<file path="src/psw_regs.svh">
`ifndef PSW_REGS_SVH
`define PSW_REGS_SVH
// Special function address of the status word
`define PSW_ADDR 8'hd0
// Reset value of the whole word
`define PSW_RESET 8'h00
// Field positions
`define PSW_CARRY_BIT 3'd7
`define PSW_HALF_BIT 3'd6
`define PSW_USER0_BIT 3'd5
`define PSW_BANK_HI 3'd4
`define PSW_BANK_LO 3'd3
`define PSW_WRAP_BIT 3'd2
`define PSW_USER1_BIT 3'd1
`define PSW_PARITY_BIT 3'd0
`endif

</file>
<file path="src/psw_pkg.sv">
package psw_pkg;
    // Arithmetic operation classes from the arithmetic unit
    typedef enum logic [6:0]
    {
        PSW_OP_NONE = 7'h01,
        PSW_OP_ADD = 7'h02,
        PSW_OP_ADD_WITH_CARRY_OP = 7'h04,
        PSW_OP_SUBTRACT_WITH_BORROW_OP = 7'h08,
        PSW_OP_MUL = 7'h10,
        PSW_OP_DIV = 7'h20,
        PSW_OP_OTHER = 7'h40
    } psw_op_t;
    // One arithmetic result report
    typedef struct packed
    {
        logic valid;
        psw_op_t op;
        logic [7:0] a;
        logic [7:0] b;
        logic cin;
        logic [7:0] prod_hi;
        logic carry_ext;
        logic half_ext;
    } psw_alu_t;
    // One register write from the core
    typedef struct packed
    {
        logic byte_we;
        logic bit_we;
        logic [7:0] addr;
        logic [2:0] bit_sel;
        logic [7:0] wdata;
    } psw_wr_t;
endpackage : psw_pkg

</file>
<file path="src/psw_status_word.sv">
// Overview of operation
// RULE1 - Carry set on carry or borrow, else cleared
// RULE2 - Half carry set on nibble carry or borrow
// RULE3 - Bits 5 and 1 are software-only flags
// RULE4 - Bank select bits 4:3 pick register bank
// RULE5 - Overflow on signed wrap of add/subtract
// RULE6 - Overflow when product exceeds 255
// RULE7 - Overflow on divide by zero
// RULE8 - Overflow cleared otherwise by those instructions
// RULE9 - Parity bit tracks accumulator odd ones
// RULE10 - Word at 0xd0, byte/bit access, resets zero
// RULE11 - Eight working registers per active bank
// RULE12 - Writes store all bits except parity
`include "psw_regs.svh"
`timescale 1ns/1ps
`default_nettype none
module psw_status_word
    import psw_pkg::*;
(
    // Clock and reset
    input wire logic clk_sys_i,
    input wire logic arst_n_i,
    // Arithmetic unit report and accumulator
    input wire psw_alu_t alu_i,
    input wire logic [7:0] acc_i,
    // Register write port
    input wire psw_wr_t wr_i,
    // Working register number 0..7
    input wire logic [2:0] reg_num_i,
    // Status word read value
    output logic [7:0] status_flags_word_o,
    // Data address of the selected working register
    output logic [4:0] work_reg_addr_o,
    // Carry flag for the arithmetic unit
    output logic carry_flag_o
);
    // Stored flag bits
    logic carry_flag_reg;
    logic half_carry_flag_reg;
    logic user_flag_zero_reg;
    logic [1:0] reg_bank_select_reg;
    logic arith_wrap_flag_reg;
    logic user_flag_one_reg;
    logic parity_reg;
    // Arithmetic results
    logic [8:0] sum9;
    logic [4:0] nib5;
    logic sub_op;
    logic add_op;
    logic c_next;
    logic h_next;
    logic v_next;
    logic wrap_upd;
    logic cy_upd;
    // Write decode
    logic hit;
    logic [7:0] wmask;
    logic [7:0] wval;

    // Odd count of ones in a byte
    function automatic logic odd_ones(input logic [7:0] v);
        odd_ones = ^v;
    endfunction : odd_ones

    // Adder and subtractor with carry chain
    always_comb
    begin
        add_op = (alu_i.op == PSW_OP_ADD) || (alu_i.op == PSW_OP_ADD_WITH_CARRY_OP);
        sub_op = (alu_i.op == PSW_OP_SUBTRACT_WITH_BORROW_OP);
        // Carry in only for add-with-carry and subtract-with-borrow
        if (sub_op)
        begin
            sum9 = {1'b0, alu_i.a} - {1'b0, alu_i.b} - {8'h00, alu_i.cin};
            nib5 = {1'b0, alu_i.a[3:0]} - {1'b0, alu_i.b[3:0]} - {4'h0, alu_i.cin};
        end
        else
        begin
            sum9 = {1'b0, alu_i.a} + {1'b0, alu_i.b} + {8'h00, alu_i.cin & (alu_i.op == PSW_OP_ADD_WITH_CARRY_OP)};
            nib5 = {1'b0, alu_i.a[3:0]} + {1'b0, alu_i.b[3:0]} + {4'h0, alu_i.cin & (alu_i.op == PSW_OP_ADD_WITH_CARRY_OP)};
        end
        // Multiply and divide always clear both carries
        c_next = (add_op || sub_op) ? sum9[8] :
                 ((alu_i.op == PSW_OP_MUL) || (alu_i.op == PSW_OP_DIV)) ? 1'b0 : alu_i.carry_ext; // RULE1
        h_next = (add_op || sub_op) ? nib5[4] :
                 ((alu_i.op == PSW_OP_MUL) || (alu_i.op == PSW_OP_DIV)) ? 1'b0 : alu_i.half_ext; // RULE2
        cy_upd = alu_i.valid && (alu_i.op != PSW_OP_NONE);
        wrap_upd = alu_i.valid && (add_op || sub_op || alu_i.op == PSW_OP_MUL || alu_i.op == PSW_OP_DIV);
        // Signed wrap: operand signs agree (b inverted on subtract) but result differs
        case (alu_i.op)
            PSW_OP_ADD, PSW_OP_ADD_WITH_CARRY_OP: v_next = (alu_i.a[7] == alu_i.b[7]) && (sum9[7] != alu_i.a[7]); // RULE5
            PSW_OP_SUBTRACT_WITH_BORROW_OP: v_next = (alu_i.a[7] != alu_i.b[7]) && (sum9[7] != alu_i.a[7]); // RULE5
            PSW_OP_MUL: v_next = (alu_i.prod_hi != 8'h00); // RULE6
            PSW_OP_DIV: v_next = (alu_i.b == 8'h00); // RULE7
            default: v_next = 1'b0; // RULE8
        endcase
    end

    // Byte or bit write decode at the fixed address
    always_comb
    begin
        hit = (wr_i.addr == `PSW_ADDR); // RULE10
        wmask = 8'h00;
        wval = wr_i.wdata;
        if (hit && wr_i.byte_we)
            wmask = 8'hff;
        else if (hit && wr_i.bit_we)
        begin
            wmask = 8'h01 << wr_i.bit_sel;
            wval = {8{wr_i.wdata[0]}};
        end
        wmask[`PSW_PARITY_BIT] = 1'b0; // RULE12
    end

    // Carry and half carry: software write, then arithmetic update wins
    always_ff @(posedge clk_sys_i or negedge arst_n_i)
    begin
        if (!arst_n_i)
        begin
            carry_flag_reg <= 1'b0;
            half_carry_flag_reg <= 1'b0;
        end
        else if (cy_upd)
        begin
            carry_flag_reg <= c_next; // RULE1
            half_carry_flag_reg <= h_next; // RULE2
        end
        else
        begin
            if (wmask[`PSW_CARRY_BIT])
                carry_flag_reg <= wval[`PSW_CARRY_BIT]; // RULE12
            if (wmask[`PSW_HALF_BIT])
                half_carry_flag_reg <= wval[`PSW_HALF_BIT]; // RULE12
        end
    end

    // Overflow flag
    always_ff @(posedge clk_sys_i or negedge arst_n_i)
    begin
        if (!arst_n_i)
            arith_wrap_flag_reg <= 1'b0;
        else if (wrap_upd)
            arith_wrap_flag_reg <= v_next; // RULE8
        else if (wmask[`PSW_WRAP_BIT])
            arith_wrap_flag_reg <= wval[`PSW_WRAP_BIT]; // RULE12
    end

    // Software flags and bank select, never touched by hardware
    always_ff @(posedge clk_sys_i or negedge arst_n_i)
    begin
        if (!arst_n_i)
        begin
            user_flag_zero_reg <= 1'b0;
            user_flag_one_reg <= 1'b0;
            reg_bank_select_reg <= 2'h0;
        end
        else
        begin
            if (wmask[`PSW_USER0_BIT])
                user_flag_zero_reg <= wval[`PSW_USER0_BIT]; // RULE3
            if (wmask[`PSW_USER1_BIT])
                user_flag_one_reg <= wval[`PSW_USER1_BIT]; // RULE3
            if (wmask[`PSW_BANK_LO])
                reg_bank_select_reg[0] <= wval[`PSW_BANK_LO]; // RULE4
            if (wmask[`PSW_BANK_HI])
                reg_bank_select_reg[1] <= wval[`PSW_BANK_HI]; // RULE4
        end
    end

    // Parity follows the accumulator every cycle
    always_ff @(posedge clk_sys_i or negedge arst_n_i)
    begin
        if (!arst_n_i)
            parity_reg <= 1'b0;
        else
            parity_reg <= odd_ones(acc_i); // RULE9
    end

    // Registered outputs built from the stored flag registers and reg_num_i, one edge behind them
    always_ff @(posedge clk_sys_i or negedge arst_n_i)
    begin
        if (!arst_n_i)
        begin
            status_flags_word_o <= `PSW_RESET; // RULE10
            work_reg_addr_o <= 5'h00;
            carry_flag_o <= 1'b0;
        end
        else
        begin
            status_flags_word_o <= {carry_flag_reg, half_carry_flag_reg, user_flag_zero_reg,
                                    reg_bank_select_reg, arith_wrap_flag_reg, user_flag_one_reg, parity_reg};
            work_reg_addr_o <= {reg_bank_select_reg, reg_num_i}; // RULE11
            carry_flag_o <= carry_flag_reg;
        end
    end

    // Parity lags accumulator by exactly one edge
    a_parity_track: assert property (@(posedge clk_sys_i) disable iff (!arst_n_i)
        ##1 parity_reg == ^$past(acc_i)) else $error("parity wrong"); // RULE9
    // Carry after add matches ninth sum bit
    a_carry_add: assert property (@(posedge clk_sys_i) disable iff (!arst_n_i)
        (alu_i.valid && alu_i.op == PSW_OP_ADD) |=> carry_flag_reg == ({1'b0, $past(alu_i.a)} + {1'b0, $past(alu_i.b)}) >> 8)
        else $error("carry wrong"); // RULE1
    // Half carry after plain add
    a_half_add: assert property (@(posedge clk_sys_i) disable iff (!arst_n_i)
        (alu_i.valid && alu_i.op == PSW_OP_ADD) |=> half_carry_flag_reg == (({1'b0, $past(alu_i.a[3:0])} + {1'b0, $past(alu_i.b[3:0])}) >> 4))
        else $error("half carry wrong"); // RULE2
    // Multiply overflow equals nonzero high byte
    a_mul_wrap: assert property (@(posedge clk_sys_i) disable iff (!arst_n_i)
        (alu_i.valid && alu_i.op == PSW_OP_MUL) |=> arith_wrap_flag_reg == ($past(alu_i.prod_hi) != 8'h00))
        else $error("multiply overflow wrong"); // RULE6
    // Divide by zero sets overflow
    a_div_zero: assert property (@(posedge clk_sys_i) disable iff (!arst_n_i)
        (alu_i.valid && alu_i.op == PSW_OP_DIV && alu_i.b == 8'h00) |=> arith_wrap_flag_reg)
        else $error("divide overflow missing"); // RULE7
    // Signed add overflow
    a_add_wrap: assert property (@(posedge clk_sys_i) disable iff (!arst_n_i)
        (alu_i.valid && alu_i.op == PSW_OP_ADD && alu_i.a == 8'h7f && alu_i.b == 8'h01) |=> arith_wrap_flag_reg)
        else $error("add overflow missing"); // RULE5
    // Overflow cleared by divide with nonzero divisor
    a_wrap_clear: assert property (@(posedge clk_sys_i) disable iff (!arst_n_i)
        (alu_i.valid && alu_i.op == PSW_OP_DIV && alu_i.b != 8'h00) |=> !arith_wrap_flag_reg)
        else $error("overflow not cleared"); // RULE8
    // User flags hold without a write
    a_user_hold: assert property (@(posedge clk_sys_i) disable iff (!arst_n_i)
        !(wr_i.addr == `PSW_ADDR && (wr_i.byte_we || wr_i.bit_we)) |=> $stable(user_flag_zero_reg) && $stable(user_flag_one_reg))
        else $error("user flag changed"); // RULE3
    // Byte write lands in bank select
    a_bank_write: assert property (@(posedge clk_sys_i) disable iff (!arst_n_i)
        (wr_i.addr == `PSW_ADDR && wr_i.byte_we) |=> reg_bank_select_reg == $past(wr_i.wdata[4:3]))
        else $error("bank select not written"); // RULE4
    // Working address follows bank one edge later
    a_work_addr: assert property (@(posedge clk_sys_i) disable iff (!arst_n_i)
        ##1 work_reg_addr_o == {$past(reg_bank_select_reg), $past(reg_num_i)})
        else $error("working address wrong"); // RULE11
endmodule : psw_status_word
`default_nettype wire

</file>
<file path="config.mk">
export PLATFORM = sky130hd
export DESIGN_NAME = psw_status_word
export DESIGN_NICKNAME = d
export VERILOG_FILES = /design/src/psw_pkg.sv /design/src/psw_status_word.sv
export VERILOG_INCLUDE_DIRS = /design/src
export SDC_FILE = /design/constraint.sdc
export NUM_CORES = 1
export LEC_CHECK = 0
export ABC_AREA = 1
export BUFFER_PORTS_ARGS = -buffer_cell sky130_fd_sc_hd__buf_2
export CORE_ASPECT_RATIO = 1.4
export CORE_UTILIZATION = 48
export CTS_BUF_LIST = sky130_fd_sc_hd__clkbuf_8
export CTS_CLUSTER_DIAMETER = 60
export DETAILED_ROUTE_END_ITERATION = 8
export GPL_TIMING_DRIVEN = 0
export PLACE_DENSITY = 0.83
export SYNTH_ARGS = -nofsm -noshare
export SYNTH_HDL_FRONTEND = slang
export SYNTH_SLANG_ARGS = --single-unit
</file>
<file path="constraint.sdc">
create_clock -name clk_sys_i -period 0.9 [get_ports clk_sys_i]
set_input_delay 0.09 -clock clk_sys_i [delete_from_list [all_inputs] [get_ports clk_sys_i]]
set_output_delay 0.09 -clock clk_sys_i [all_outputs]
set_load 0.02 [all_outputs]
</file>
==> results of run 1 <==
## metal layers
layer  vias up  global-route usage
met4         0             0.06725
met3         5             0.02083
met1       875              0.2481
li1        936                   -
met5         -                   0
met2        50              0.4923
## power by group through the flow
stage | Clock (uW) | Sequential [uW] | Combinational [uW]
6_report | 604 | 1010 | 1100
5_1_grt | 651 | 1020 | 1220
4_1_cts | 610 | 1010 | 1010
3_5_place_dp | 0 | 1030 | 926
3_3_place_gp | 0 | 1020 | 895
2_1_floorplan | 0 | 1100 | 479
## what timing repair did
item / in CTS / in global routing
hold buffers: 4 / 0
pin swaps: 11 / 6
resized for setup: 28 / 27
setup buffers: 1 / 1
endpoints found under the setup margin: 11 / 16
hold endpoints to repair: 22 / 0
## synthesized netlist by cell type (3+ instances only)
cell type,count
xnor2_1,7
nand2_1,48
a21oi_1,7
dfrtp_1,19
ha_1,21
nor2_1,15
nor4_1,7
mux2_2,4
o21ai_1,3
nand3_1,13
o21ai_0,8
o41ai_1,3
buf_4,3
nand2_2,3
inv_2,6
inv_1,42
nand4_1,3
## critical path: cells and delay by family
family / cells / cell delay, ns
AND/OR/NAND/NOR: 13 / 0.87
adder cells (fa/ha/maj): 2 / 0.45
AO/OA/AOI/OAI: 1 / 0.18
buffers and inverters: 2 / 0.15
## through the flow
step	instances	hold slack (ns)
3_3_place_gp	354	0.03756
5_1_grt	364	0.1804
4_1_cts	363	0.1674
3_5_place_dp	354	0.04538
2_1_floorplan	232	-0.2056
6_report	364	0.1666
## area by class of cell
cell class	instances	area [um2]	area share
sequential	19	475.5	0.1826
tap	40	50.05	0.01922
clock inverter	1	5.005	0.001922
multi-input combinational	160	1245	0.4781
clock buffer	3	41.29	0.01586
buffer	3	33.78	0.01297
inverter	50	203.9	0.07833
timing repair buffer	88	549.3	0.2110
## cell families after synthesis
family                     Yosys count  share of synthesized area
xor gates and xnor gates             9                    0.04579
AOI/OAI and AO/OA                   30                     0.1105
buffers and inverters               53                     0.1228
muxes                                4                    0.02616
adders and majority gates           21                     0.1526
DFF                                 19                     0.2762
and+or+nand+nor                     96                     0.2660
## worst paths after layout
| path | startpoint | end |
|---|---|---|
| max | alu_i[10] | arith_wrap_flag_reg$_DFFE_PN0P_ |
| min | alu_i[1] | carry_flag_reg$_DFFE_PN0P_ |
| max reg2reg | user_flag_zero_reg$_DFFE_PN0P_ | user_flag_zero_reg$_DFFE_PN0P_ |
| min reg2reg | parity_reg$_DFF_PN0_ | status_flags_word_o[0]$_DFF_PN0_ |
| max in group asynchronous | arst_n_i | work_reg_addr_o[2]$_DFF_PN0_ |
| min in group asynchronous | arst_n_i | user_flag_zero_reg$_DFFE_PN0P_ |
==> results by group, run 1 <==
Drt
  – Via density: 5.126
  – WL met3: 142 um
  – Post-Route WL: 4722 um
  – DRC viols: 0
  – Initial DRC Count: 40
  – Wire per inst: 12.97 um
  – Drt pass-1 iters: 4
  – DR top layer: met4
  – Metal2 WL: 2840 um
  – Routed via count: 1866
  – Routed Antenna Nets: 0
  – M1 wire length: 1694 um

Layout
  – Nets: 415
  – FILL cells: 241
  – Area Growth Syn to Fin: 51.24%
  – Antenna diodes: 0
  – Finished layout cell area: 0.002604 mm2
  – Most frequent cells in the layout: 70 x buf_2, 42 x nand2_1, 37 x inv_1
  – Final core occ: 0.7637
  – Max reg flops: 6
  – Commonest non-fill, non-tap cell in the layout: buf_2
  – Share of cells above drive strength 1: 0.4290

Floorplan
  – Chip Height: 72.86 um
  – # IOs: 83
  – Die X-Extent: 52.62 um
  – Num rows: 25
  – Die area: 0.003834 mm2
  – Area of the core: 0.003410 mm2
  – Initial core utilization: 0.5050

Critical path
  – R2R depth: 1
  – Worst EP arrival: 1.75 ns
  – CP Launch Type: input port
  – Max stage delay on crit path: 0.27 ns
  – Worst Path Class, Setup: in -> reg
  – Critical-path top delay cell: ha_4
  – WP data required: 1.06 ns
  – CP endpoint kind: register
  – Register-to-register setup slack: 0.10 ns
  – Worst-path cell chain: buf_12 > inv_12 > ha_4 > a21o_1 > ha_4 > nand2_2 > nand2_2 > nand4_1 > nand2_1 > nand2_2 > nand2_1 > nand2_2 > nand3_2 > nand2_1 > nand3_1 > nand2_1 > nand2_1 > nand2_1
  – Worst-path fanout max: 2
  – Critical Path Most Common Cell: nand2_1

Synth
  – Post-Synthesis Cells: 232
  – Post-Syn Area per Cell: 7.421 um2
  – Synth top area share: 0.2762
  – Leading area contributor after synthesis: dfrtp_1
  – Post-synthesis net count: 322
  – Ys flop type: dfrtp_1
  – Synth cell types: 36
  – Yosys reg bits: 19
  – Total number of yosys warnings: 0
  – EDFF count, synth: 0
  – Top post-synthesis cells by area: dfrtp_1 28%, ha_1 15%, nand2_1 10%, inv_1 9.2%, nand3_1 3.8%
  – Synth async-reset ratio: 1.000
  – Sequential area share after synthesis: 0.2762
  – Post-Syn Area: 0.001722 mm2

Global route
  – Overflow after GRT: 0
  – Initial antenna violation count: 0
  – First-pass GRT wire length: 7148 um
  – Largest net degree at the start of global routing: 20
  – Vias in the first global route: 1792
  – Total GRT Usage: 0.2423

Timing
  – Relative slew slack: 0.7048
  – Setup TNS: -3.319 ns
  – Peak Freq: 628.6 MHz
  – Slew Limit Fails: 0
  – Clock Skews: 0.003155 ns
  – Endpoints failing setup: 10
  – Hold Fails Final Rpt: 0
  – Tightest Pin Transition: 0.4394 ns
  – Setup WS post-layout: -0.6909 ns
  – Final cycle utilization of the critical path: 1.768
  – RSZ-0062 raised after global routing: true
  – Final min period: 1.591 ns

Placed design
  – Placer Congestion: 0.8705
  – I/O Buffers: 82
  – Dpl ws: -1.083 ns
  – DP HPWL: 3604 um
  – Placed inst area: 0.002288 mm2

Clock tree
  – # H-tree levels: 1
  – Skew-Pair Late Insertion Delay: 0.26 ns
  – TritonCTS clock tree: yes
  – Clock buffer depth: 2
  – CTS Root Cell: clkbuf_8
  – Worst-path clk slew: 0.07 ns
  – Sink Count: 19
  – CTS Buf Count: 3

Power
  – P_sw: 924.0 uW
  – Design Power: 2716 uW
  – Pwr Density: 1043 mW/mm2
  – Int Pwr: 1792 uW
  – Worst vdd ir: 1.047 mV
  – Comb pwr share: 0.404
  – Clk pwr share: 0.223
  – Sequential Power Share: 0.373
  – Leak Pwr: 0.001439 uW
  – Net Sw Frac: 0.3403

Outcome
  – Status: complete, but fails checks
  – Failing checks: setup timing

Hold path
  – Hold Crit Class: in -> reg
  – Worst hold path depth: 5

Flow run
  – Maxcap violations: 0
Power figures use the tool's default switching activity.
==> inputs of run 2 (changes only) <==
- CORE_ASPECT_RATIO: 1.4 -> unset
==> run 2 against run 1 <==
  * The flow still finishes with violations (setup timing)
  * Sequential power about the same
  * Total power shrank 0.41%
  * Die area barely moved
  * Count of clock-buffer cells in the layout unchanged
  * Via count rose by 0.38%
  * Largest cell class unchanged
  * Sequential share of layout area down 0.12 points
  * Register-to-register slack better by 0.03 ns
==> results by group, run 2 (synthesis results as in run 1) <==
Outcome
  – Status: complete, but fails checks (unchanged)
  – Failing checks: setup timing (unchanged)

Critical path
  – CP Launch Type: input port (unchanged)
  – Worst-path fanout max: 2 (unchanged)
  – WP data required: 1.06 ns (about the same)
  – Register-to-register setup slack: 0.13 ns (was 0.10 ns)
  – R2R Path Start: user_flag_one_reg$_DFFE_PN0P_ (was user_flag_zero_reg$_DFFE_PN0P_)
  – R2R depth: 1 (unchanged)
  – Worst Path Class, Setup: in -> reg (unchanged)
  – CP endpoint kind: register (unchanged)
  – Worst EP arrival: 1.78 ns (was 1.75 ns)
  – Critical R2R Capture: user_flag_one_reg$_DFFE_PN0P_ (was user_flag_zero_reg$_DFFE_PN0P_)

Timing
  – Fin Hold WS: 0.1544 ns (was 0.1666 ns)
  – RSZ-0062 raised after global routing: true (unchanged)
  – Slew Limit Fails: 0 (unchanged)
  – Tightest Pin Transition: 0.4201 ns (was 0.4394 ns)
  – Endpoints failing setup: 10 (unchanged)
  – Hold Fails Final Rpt: 0 (unchanged)
  – Clock Skews: 0.006542 ns (was 0.003155 ns)
  – Relative slew slack: 0.7173 (was 0.7048)
  – Setup WS post-layout: -0.7190 ns (was -0.6909 ns)
  – Peak Freq: 617.7 MHz (was 628.6 MHz)
  – Final cycle utilization of the critical path: 1.799 (was 1.768)
  – Final min period: 1.619 ns (was 1.591 ns)

Power
  – Leak Pwr: 0.001442 uW (was 0.001439 uW)
  – Worst vdd ir: 0.5869 mV (was 1.047 mV)
  – Pwr Density: 1032 mW/mm2 (was 1043 mW/mm2)

Clock tree
  – # H-tree levels: 1 (unchanged)
  – CTS Root Cell: clkbuf_8 (unchanged)
  – Clock buffer depth: 2 (unchanged)
  – CTS Buf Count: 3 (unchanged)
  – TritonCTS clock tree: yes (unchanged)
  – Skew-Pair Late Insertion Delay: 0.27 ns (was 0.26 ns)
  – Sink Count: 19 (unchanged)
  – Worst-path clk slew: 0.07 ns (about the same)

Drt
  – Drt pass-1 iters: 4 (unchanged)
  – Routed via count: 1873 (was 1866)
  – Routed Antenna Nets: 0 (unchanged)
  – DRC viols: 0 (unchanged)
  – Initial DRC Count: 48 (was 40)
  – Post-Route WL: 4446 um (was 4722 um)
  – Via density: 5.049 (was 5.126)
  – Wire per inst: 11.98 um (was 12.97 um)

Global route
  – First-pass GRT wire length: 6154 um (was 7148 um)
  – Overflow after GRT: 0 (unchanged)
  – Largest net degree at the start of global routing: 20 (unchanged)
  – Vias in the first global route: 1564 (was 1792)
  – Total GRT Usage: 0.2183 (was 0.2423)
  – Initial antenna violation count: 0 (unchanged)

Floorplan
  – Chip Height: 61.89 um (was 72.86 um)
  – Die X-Extent: 61.89 um (was 52.62 um)
  – Area of the core: 0.003390 mm2 (was 0.003410 mm2)
  – # IOs: 83 (unchanged)
  – Initial core utilization: 0.5079 (was 0.5050)
  – Die area: 0.003830 mm2 (was 0.003834 mm2)
  – Num rows: 21 (was 25)

Hold path
  – Worst hold path depth: 5 (unchanged)
  – Hold Crit Class: in -> reg (unchanged)
  – Min-delay src: alu_i[1] (unchanged)
  – Hold Path End: carry_flag_reg$_DFFE_PN0P_ (unchanged)

Layout
  – Nets: 416 (was 415)
  – Area Growth Syn to Fin: 52.25% (was 51.24%)
  – Commonest non-fill, non-tap cell in the layout: buf_2 (unchanged)
  – Share of cells above drive strength 1: 0.4185 (was 0.4290)
  – Max reg flops: 6 (unchanged)
  – Finished layout cell area: 0.002621 mm2 (was 0.002604 mm2)
  – Final std cells w/o fill: 371 (was 364)
  – Antenna diodes: 0 (unchanged)
  – Most frequent cells in the layout: 71 x buf_2, 42 x nand2_1, 37 x inv_1 (was 70 x buf_2, 42 x nand2_1, 37 x inv_1)

Placed design
  – Placed Cells: 360 (was 354)
  – Placer Congestion: 0.8548 (was 0.8705)
  – DP HPWL: 3177 um (was 3604 um)
  – I/O Buffers: 82 (unchanged)
  – Placed inst area: 0.002296 mm2 (was 0.002288 mm2)

Flow run
  – Maxcap violations: 0 (unchanged)
## run 2: cell types whose count changed in the layout (fill, tap and decap cells not counted)
| cell | change |
|---|---|
| nand2_2 | -2 |
| clkinv_2 | -1 |
| ha_1 | +2 |
| o21ai_2 | -2 |
| o21ai_1 | +2 |
| nor4_2 | -1 |
| buf_2 | +1 |
| nand2_8 | +2 |
| ha_4 | -2 |
| nor4_4 | +1 |
| inv_4 | +1 |
## run 2: how the worst max path moves through the flow
stage,slack [ns],depth (start not counted),to,start
2_1_floorplan,-0.73,16,carry_flag_reg$_DFFE_PN0P_,alu_i[23]
3_3_place_gp,-1.03,18,arith_wrap_flag_reg$_DFFE_PN0P_,alu_i[10]
3_5_place_dp,-1.04,18,arith_wrap_flag_reg$_DFFE_PN0P_,alu_i[10]
4_1_cts,-0.66,18,carry_flag_reg$_DFFE_PN0P_,alu_i[10]
5_1_grt,-0.85,18,arith_wrap_flag_reg$_DFFE_PN0P_,alu_i[10]
6_report,-0.72,18,arith_wrap_flag_reg$_DFFE_PN0P_,alu_i[10]
## run 2: critical path, cell delays in order
cell,delay (ns)
buf_12,0.11
inv_12,0.04
ha_4,0.18
a21o_1,0.16
ha_1,0.27
nand2_1,0.06
nand2_2,0.07
nand4_1,0.10
nand2_1,0.11
nand2_2,0.06
nand2_1,0.05
nand2_1,0.06
nand3_1,0.11
nand2_1,0.06
nand3_2,0.06
nand2_1,0.05
nand2_1,0.07
nand2_1,0.06
## run 2: metrics by stage
stage / setup TNS, ns / power (uW) / worst slack, ns / util
5_1_grt: -3.976 / 2875 / -0.8502 / 0.7733
3_3_place_gp: -5.052 / 1909 / -1.033 / 0.6774
2_1_floorplan: -3.475 / 1574 / -0.7296 / -
3_5_place_dp: -5.146 / 1944 / -1.036 / 0.6774
6_report: -3.409 / 2705 / -0.7190 / 0.7733
4_1_cts: -3.099 / 2609 / -0.6615 / 0.7287
## run 2: routing by layer
| layer | global-route usage | vias up | wire (um) |
|---|---|---|---|
| li1 | - | 941 | - |
| met1 | 0.2675 | 858 | 1865 |
| met2 | 0.3902 | 69 | 2282 |
| met3 | 0.04348 | 5 | 248 |
| met4 | 0.05714 | 0 | 51 |
| met5 | 0 | - | 0 |
## run 2: timing repair
| item | CTS | global route |
|---|---|---|
| resized for setup | 23 | 32 |
| endpoints found under the hold margin | 22 | 0 |
| endpoints found under the setup margin | 11 | 14 |
| pin swaps | 1 | 12 |
| hold buffers | 4 | 0 |
| setup buffers | 0 | 3 |
## run 2: final cells by class
| cell class | instances | area (um2) |
|---|---|---|
| Multi-Input combinational cell | 160 | 1249 |
| Fill cell | 236 | 768.2 |
| Timing Repair Buffer | 89 | 554.3 |
| Sequential cell | 19 | 475.5 |
| Inverter | 50 | 205.2 |
| Tap cell | 46 | 57.56 |
| Clock buffer | 3 | 41.29 |
| Buffer | 3 | 33.78 |
| Clock inverter | 1 | 5.005 |
## run 2: report_power, final
group	total, uW	switching [uW]	internal [uW]
combinational	1080	571	512
clock	601	292	309
sequential	1020	53.8	967
